[src/verilog/ddrrc_defs.vh]
// Constants for the read capture and clock transfer block of a DDR port.
// Assumes inclusion by bare name from the files under verilog/.
// Operation
// - In DDR memory mode each data bit is captured twice, on the rising and falling edge of the shifted read strobe.
// - Both captured streams are re-registered in the system clock domain before they reach the core.
// - The polarity signal chooses the system clock phase on which the synchronizing registers load.
// - Only the right-edge input block has DDR memory mode, on top of the plain capture mode.
// - DDR support is two groups of 14 or 12 cells, together giving a data width of up to 16 bits.
// - One cell per group holds the strobe control element that makes and distributes the group's strobes and flags.
// - The shifted read and write strobes are both derived from the incoming data strobe.
// - The polarity is worked out again at the start of every read, not fixed once.
// - The first strobe rising edge after the preamble is detected and sets the polarity signal.
// - The strobe delay is trimmed for process, voltage and temperature by a 6-bit code from a DLL.
`ifndef DDRRC_DEFS_VH
`define DDRRC_DEFS_VH

// Data path geometry.
`define DDRRC_GROUPS      2
`define DDRRC_GROUP_BITS  8
`define DDRRC_DQ_WIDTH    16
`define DDRRC_CELLS_BIG   14
`define DDRRC_CELLS_SMALL 12

// Strobe delay line and its calibration code.
`define DDRRC_CAL_WIDTH   6
`define DDRRC_DLY_TAPS    64

// Reset values.
`define DDRRC_CAL_RESET   6'h04
`define DDRRC_BIT_RESET   1'b0
// The strobe rests high on its termination, so its path resets high too.
`define DDRRC_STROBE_IDLE 1'b1

`endif

[src/verilog/ddrrc_strobe_ctl.v]
// Strobe control element of one cell group: sync, delay, edge and polarity.
// Assumes ref_clk at 200 MHz and a strobe pin that is not synchronous to it.
`timescale 1ns/1ps
`default_nettype none
`include "ddrrc_defs.vh"

module ddrrc_strobe_ctl (
    input  wire                       ref_clk,
    input  wire                       reset_n,
    input  wire                       strobe_pin,
    input  wire [`DDRRC_CAL_WIDTH-1:0] cal_code,
    input  wire                       read_en,
    input  wire                       phase,
    output reg                        read_strobe_shifted,
    output reg                        write_strobe_shifted,
    output reg                        rise_pulse,
    output reg                        fall_pulse,
    output reg                        sync_clock_polarity,
    output reg                        read_active
);

    localparam [3:0] ST_IDLE   = 4'h1;
    localparam [3:0] ST_ARMED  = 4'h2;
    localparam [3:0] ST_PRE    = 4'h4;
    localparam [3:0] ST_ACTIVE = 4'h8;

    reg                          strobe_s1_reg;
    reg                          strobe_s2_reg;
    reg [`DDRRC_DLY_TAPS-1:0]    dly_reg;
    reg [3:0]                    state_reg;
    reg [3:0]                    state_next;
    wire                         rs_tap;
    wire                         ws_tap;
    wire                         rs_rise;
    wire                         rs_fall;

    ////////////////////////////////////////////////////////////////////////
    // Both strobes come from taps of one delay line on the strobe input.
    assign rs_tap  = dly_reg[cal_code];
    assign ws_tap  = dly_reg[cal_code >> 1];
    assign rs_rise = rs_tap & ~read_strobe_shifted;
    assign rs_fall = ~rs_tap & read_strobe_shifted;

    // Two-flop synchroniser, then the delay line and strobe outputs.
    always @(posedge ref_clk) begin
        if (!reset_n) begin
            // Reset to the idle strobe level, so that no false preamble or
            // rise is seen while the delay line refills after reset.
            strobe_s1_reg        <= `DDRRC_STROBE_IDLE;
            strobe_s2_reg        <= `DDRRC_STROBE_IDLE;
            dly_reg              <= {`DDRRC_DLY_TAPS{`DDRRC_STROBE_IDLE}};
            read_strobe_shifted  <= `DDRRC_STROBE_IDLE;
            write_strobe_shifted <= `DDRRC_STROBE_IDLE;
        end else begin
            strobe_s1_reg        <= strobe_pin;
            strobe_s2_reg        <= strobe_s1_reg;
            dly_reg <= {dly_reg[`DDRRC_DLY_TAPS-2:0], strobe_s2_reg};
            read_strobe_shifted  <= rs_tap;
            write_strobe_shifted <= ws_tap;
        end
    end

    ////////////////////////////////////////////////////////////////////////
    // Read sequence: armed, wait for the driven-low preamble, first rise.
    always @* begin
        state_next = state_reg;
        case (state_reg)
            ST_IDLE: begin
                if (read_en)
                    state_next = ST_ARMED;
            end
            ST_ARMED: begin
                if (!read_en)
                    state_next = ST_IDLE;
                else if (!rs_tap)
                    state_next = ST_PRE;
            end
            ST_PRE: begin
                if (!read_en)
                    state_next = ST_IDLE;
                else if (rs_rise)
                    state_next = ST_ACTIVE;
            end
            ST_ACTIVE: begin
                if (!read_en)
                    state_next = ST_IDLE;
            end
            default: begin
                state_next = ST_IDLE;
            end
        endcase
    end

    // State, polarity choice and the capture pulses for the group.
    always @(posedge ref_clk) begin
        if (!reset_n) begin
            state_reg           <= ST_IDLE;
            sync_clock_polarity <= `DDRRC_BIT_RESET;
            rise_pulse          <= `DDRRC_BIT_RESET;
            fall_pulse          <= `DDRRC_BIT_RESET;
            read_active         <= `DDRRC_BIT_RESET;
        end else begin
            state_reg <= state_next;
            // The polarity changes only on the first post-preamble rise.
            if (state_reg == ST_PRE && rs_rise && read_en)
                sync_clock_polarity <= ~phase;
            rise_pulse  <= rs_rise & (state_next == ST_ACTIVE);
            fall_pulse  <= rs_fall & (state_reg == ST_ACTIVE) & read_en;
            read_active <= (state_next == ST_ACTIVE);
        end
    end

endmodule // ddrrc_strobe_ctl

`default_nettype wire

[src/verilog/ddrrc_top.v]
// Read capture and system clock transfer for a 16-bit DDR read port.
// Assumes all pins are asynchronous to ref_clk; read_en and ddr_mode come
// from core logic on ref_clk.
`timescale 1ns/1ps
`default_nettype none
`include "ddrrc_defs.vh"

module ddrrc_top (
    input  wire                         ref_clk,
    input  wire                         reset_n,
    input  wire                         ddr_mode,
    input  wire                         read_en,
    input  wire [`DDRRC_DQ_WIDTH-1:0]   dq_pin,
    input  wire [`DDRRC_GROUPS-1:0]     strobe_pin,
    input  wire [`DDRRC_CAL_WIDTH-1:0]  dll_cal,
    output reg  [`DDRRC_DQ_WIDTH-1:0]   rd_data_rise,
    output reg  [`DDRRC_DQ_WIDTH-1:0]   rd_data_fall,
    output reg  [`DDRRC_GROUPS-1:0]     read_data_valid_flag,
    output wire [`DDRRC_GROUPS-1:0]     sync_clock_polarity,
    output wire [`DDRRC_GROUPS-1:0]     read_strobe_shifted,
    output wire [`DDRRC_GROUPS-1:0]     write_strobe_shifted
);

    reg  [`DDRRC_CAL_WIDTH-1:0]  cal_s1_reg;
    reg  [`DDRRC_CAL_WIDTH-1:0]  cal_s2_reg;
    reg  [`DDRRC_DQ_WIDTH-1:0]   dq_s1_reg;
    reg  [`DDRRC_DQ_WIDTH-1:0]   dq_s2_reg;
    reg  [`DDRRC_DQ_WIDTH-1:0]   cap_rise_reg;
    reg  [`DDRRC_DQ_WIDTH-1:0]   cap_fall_reg;
    reg  [`DDRRC_GROUPS-1:0]     pending_reg;
    reg                          phase_reg;
    wire [`DDRRC_GROUPS-1:0]     rise_pulse;
    wire [`DDRRC_GROUPS-1:0]     fall_pulse;
    wire [`DDRRC_GROUPS-1:0]     read_active;

    ////////////////////////////////////////////////////////////////////////
    // Two-flop synchronisers for the data pins and the DLL code, and the
    // two-phase system clock marker that stands in for the opposite edge.
    always @(posedge ref_clk) begin
        if (!reset_n) begin
            cal_s1_reg <= `DDRRC_CAL_RESET;
            cal_s2_reg <= `DDRRC_CAL_RESET;
            dq_s1_reg  <= {`DDRRC_DQ_WIDTH{1'b0}};
            dq_s2_reg  <= {`DDRRC_DQ_WIDTH{1'b0}};
            phase_reg  <= `DDRRC_BIT_RESET;
        end else begin
            cal_s1_reg <= dll_cal;
            cal_s2_reg <= cal_s1_reg;
            dq_s1_reg  <= dq_pin;
            dq_s2_reg  <= dq_s1_reg;
            phase_reg  <= ~phase_reg;
        end
    end

    ////////////////////////////////////////////////////////////////////////
    // One strobe control element and one data slice per cell group.
    genvar g;
    generate
        for (g = 0; g < `DDRRC_GROUPS; g = g + 1) begin : grp
            wire                          load;
            wire [`DDRRC_GROUP_BITS-1:0]  dq_g;

            assign dq_g = dq_s2_reg[g*`DDRRC_GROUP_BITS +: `DDRRC_GROUP_BITS];
            // Sync registers load only on the phase the polarity selects.
            assign load = (phase_reg == sync_clock_polarity[g]);

            // Control element shared by every data cell of the group.
            ddrrc_strobe_ctl u_ctl (
                .ref_clk              (ref_clk),
                .reset_n              (reset_n),
                .strobe_pin           (strobe_pin[g]),
                .cal_code             (cal_s2_reg),
                .read_en              (read_en & ddr_mode),
                .phase                (phase_reg),
                .read_strobe_shifted  (read_strobe_shifted[g]),
                .write_strobe_shifted (write_strobe_shifted[g]),
                .rise_pulse           (rise_pulse[g]),
                .fall_pulse           (fall_pulse[g]),
                .sync_clock_polarity  (sync_clock_polarity[g]),
                .read_active          (read_active[g])
            );

            // Capture on both strobe edges, then transfer to ref_clk.
            always @(posedge ref_clk) begin
                if (!reset_n) begin
                    cap_rise_reg[g*`DDRRC_GROUP_BITS +: `DDRRC_GROUP_BITS]
                        <= {`DDRRC_GROUP_BITS{1'b0}};
                    cap_fall_reg[g*`DDRRC_GROUP_BITS +: `DDRRC_GROUP_BITS]
                        <= {`DDRRC_GROUP_BITS{1'b0}};
                    rd_data_rise[g*`DDRRC_GROUP_BITS +: `DDRRC_GROUP_BITS]
                        <= {`DDRRC_GROUP_BITS{1'b0}};
                    rd_data_fall[g*`DDRRC_GROUP_BITS +: `DDRRC_GROUP_BITS]
                        <= {`DDRRC_GROUP_BITS{1'b0}};
                    pending_reg[g]          <= `DDRRC_BIT_RESET;
                    read_data_valid_flag[g] <= `DDRRC_BIT_RESET;
                end else if (!ddr_mode) begin
                    // Plain capture: one register per cycle, no strobe.
                    rd_data_rise[g*`DDRRC_GROUP_BITS +: `DDRRC_GROUP_BITS]
                        <= dq_g;
                    pending_reg[g]          <= `DDRRC_BIT_RESET;
                    read_data_valid_flag[g] <= `DDRRC_BIT_RESET;
                end else begin
                    if (rise_pulse[g])
                        cap_rise_reg[g*`DDRRC_GROUP_BITS +: `DDRRC_GROUP_BITS]
                            <= dq_g;
                    if (fall_pulse[g])
                        cap_fall_reg[g*`DDRRC_GROUP_BITS +: `DDRRC_GROUP_BITS]
                            <= dq_g;
                    // A pair completes on the fall; a new fall wins a clear.
                    if (fall_pulse[g])
                        pending_reg[g] <= 1'b1;
                    else if (load)
                        pending_reg[g] <= 1'b0;
                    read_data_valid_flag[g] <= load & pending_reg[g];
                    if (load && pending_reg[g]) begin
                        rd_data_rise[g*`DDRRC_GROUP_BITS +: `DDRRC_GROUP_BITS]
                            <= cap_rise_reg[g*`DDRRC_GROUP_BITS +:
                                            `DDRRC_GROUP_BITS];
                        rd_data_fall[g*`DDRRC_GROUP_BITS +: `DDRRC_GROUP_BITS]
                            <= cap_fall_reg[g*`DDRRC_GROUP_BITS +:
                                            `DDRRC_GROUP_BITS];
                    end
                end
            end
        end
    endgenerate

endmodule // ddrrc_top

`default_nettype wire
[config.mk]
export PLATFORM = sky130hd
export DESIGN_NAME = ddrrc_top
export DESIGN_NICKNAME = d
export VERILOG_FILES = /design/src/verilog/ddrrc_strobe_ctl.v /design/src/verilog/ddrrc_top.v
export VERILOG_INCLUDE_DIRS = /design/src /design/src/verilog
export SDC_FILE = /design/constraint.sdc
export NUM_CORES = 1
export LEC_CHECK = 0
export ABC_AREA = 1
export BUFFER_PORTS_ARGS = -buffer_cell sky130_fd_sc_hd__buf_2
export CORE_AREA = 10 10 107 204
export DETAILED_ROUTE_END_ITERATION = 12
export DIE_AREA = 0 0 117 214
export GPL_TIMING_DRIVEN = 0
export PLACE_DENSITY = 0.72
export SLEW_MARGIN = 20
export SYNTH_ARGS = -nofsm -noshare
export SYNTH_HDL_FRONTEND = slang
export SYNTH_SLANG_ARGS = --single-unit
[constraint.sdc]
create_clock -name ref_clk -period 1.9 [get_ports ref_clk]
set_input_delay 0.095 -clock ref_clk [delete_from_list [all_inputs] [get_ports ref_clk]]
set_output_delay 0.095 -clock ref_clk [all_outputs]
set_load 0.005 [all_outputs]
==> impl_metrics.toml <==
[status]
status = "complete, but fails checks"
violations = "negative setup slack"

[floorplan]
dieArea_um2 = 25000
die_w_um = 117
start_util = 0.533
core-area_um2 = 18700
rows = 71
die_h_um = 214
io_pins = 68

[layout]
regArea_um2 = 5270
area.growth.synth_to_final_pct = 20.6
final_layout_size_suffix_gt1_frac = 0.208
multi_input_area_um2 = 3870
n_antenna_cell = 0
finalNetCount = 1426
final_cell_mix = "nand2_1, dfxtp_1, inv_1"
largest_reg_flops = 128
num-fill-cells = 1562
final_common_cell = "nand2_1"
fin_util = 0.643

[timing]
rsz0062_at_grt = "yes"
hold_viol_final = 0
layout_worst_path_cycle_share = 1.02
period_needed_ns = 1.94
hold_ws_ns = 0.157
drv_slew = 0
timing.fmax_mhz = 514
setup_slack_ns = -0.0448
skew_ns = 0.0135
tightest_slew_ns = 0.732
relSlewSlack = 0.508
final-setup-viol-count = 3

[logic_synthesis]
ys_types = 29
avgSynthCellArea_um2 = 7.84
ys_ff_latch = 263
synth_nets = 1297
synth-warning-count = 0
netlist_instances = 1269
seq_area_frac_synth = 0.529
syn_area_um2 = 9950

[critical_path]
path_class = "reg -> reg"
critPathTopFamily = "simple AND/OR/NAND/NOR gates"
worstPathRequired_ns = 2.32
crit_path_max_incr_delay_ns = 0.34
cpMaxStageDelayCell = "dfxtp_2"
cpMostUsedCell = "nand3_1"
crit_chain = "buf_12, clkinv_8, clkbuf_16, a21oi_1, o21ai_0, nand3_1, nand3_1, nand3_1, nand3_2, nand2_4, o211ai_1, nor2_1"
start_kind = "flop"
crit_path_end_kind = "flop"
cp_data_arrival_time_ns = 2.36
worst-path-max-fanout = 7
critPathBufInv = 3

[clock_tree]
clk_pin_slew_ns = 0.07
cts.path.max_buffers = 3
clkLatencyLatePin_ns = 0.51
cts_buffers = 23
cts_tree = "built"
cts_root_buffer = "clkbuf_16"
clock-sinks = 263
htree_levels = 1

[pwr]
power_leakage_nw = 5.66
ir_drop_mv = 0.925
power_density_nw_per_um2 = 909

[place]
hpwl_mm = 19.3
pre_cts_slack_ns = -0.414
portBuffers = 66
place_congestion = 0.929

[routing]
vias = 8742
dr.pass1.iters = 7
wl_mm = 27.8
drt-wirelength-per-cell_um = 17.0
drc_errors = 0
vias_per_cell = 5.35
antenna_left = 0
drtIter0Drc = 443

[min_path]
hp-class = "in -> reg"

[grt]
grt_pass1_wl_mm = 43.7
grt_max_degree = 17
grt_usage = 0.216
grt_pass1_vias = 8798
grt.overflow.total = 0
antenna_found_initial = 0

[flow_run]
drv_cap = 0
[logic make-up after synthesis]
family / Yosys count / share of synthesized area
and+or+nand+nor: 623 / 0.277
DFF: 263 / 0.529
buffers and inverters: 204 / 0.0929
AOI/OAI and AO/OA: 177 / 0.0997
xor gates and xnor gates: 2 / 0.00176
[cells in the mapped netlist, drive strengths merged]
cell type  instances  area, um2
clkbuf            32        120
o21ai             97        485
nand4              3       18.8
o211ai            16        150
inv              129        489
nand3            107        561
buf               43        315
a31oi             24        150
xnor2              2       17.5
nand2            304       1160
a21oi             39        199
nor4               3       18.8
o31ai              1       7.51
nor2             116        438
or2               88        551
dfxtp            263       5270
nor3               2       10.0
[per-stage QoR]
step	power [mW]	std cells	instance area (um2)	setup TNS, ns
after floorplan	6.12	1269	9950	0
after global placement	6.34	1554	10600	-5.37
after detailed placement	6.34	1554	10600	-5.13
after CTS	10.9	1621	11600	0
after global routing	11.2	1633	12000	-0.720
final	10.9	1633	12000	-0.0576
[cell type report]
| cell class | instances | share of cell area |
|---|---|---|
| multi-input combinational | 802 | 0.323 |
| tap | 219 | 0.0228 |
| inverter | 129 | 0.0416 |
| sequential | 263 | 0.439 |
| buffer | 75 | 0.0476 |
| clock inverter | 10 | 0.00667 |
| clock buffer | 31 | 0.0538 |
| timing repair buffer | 103 | 0.0648 |
| timing repair inverter | 1 | 0.000730 |
[power by group]
group | switching (mW) | internal, mW | total, mW
registers | 0.0410 | 5.58 | 5.62
logic | 0.454 | 0.289 | 0.743
clock network | 2.02 | 2.53 | 4.55
total | 2.52 | 8.39 | 10.9
[per-layer routing]
metal  up-vias  share of wire  GRT usage
met5         -              0          0
met4         0          0.064      0.132
met3       121          0.058     0.0378
met2       325           0.54      0.401
met1      4051           0.34      0.210
li1       4245              -          -
[worst register-to-register path, cell delays in order, from the launching register on]
cell and delay [ns]:
dfxtp_2 0.34, buf_12 0.15, clkinv_8 0.09, clkbuf_16 0.17, a21oi_1 0.13, o21ai_0 0.13
nand3_1 0.12, nand3_1 0.10, nand3_1 0.10, nand3_2 0.12, nand2_4 0.13, o211ai_1 0.10
nor2_1 0.18
[path summary, 6_finish.rpt]
kind,slack [ns],cells after the start,start,endpoint
max,-0.04,12,cal_s2_reg[0],grp[0].u_ctl.rise_pulse
max reg2reg,-0.04,12,cal_s2_reg[0],grp[0].u_ctl.rise_pulse
min reg2reg,0.41,2,dq_s1_reg[13],dq_s2_reg[13]
min,0.16,4,reset_n,rd_data_rise[14]
[what timing repair did]
| action | in CTS | in global routing |
|---|---|---|
| buffers inserted | 0 | 5 |
| cloned | 0 | 7 |
| endpoints found under the hold margin | 28 | 0 |
| resized for setup | 22 | 64 |
| hold buffers | 26 | 0 |
| pin swaps | 1 | 17 |
| setup endpoints to repair | 24 | 27 |
No activity file was read; power rests on OpenSTA's default activity.
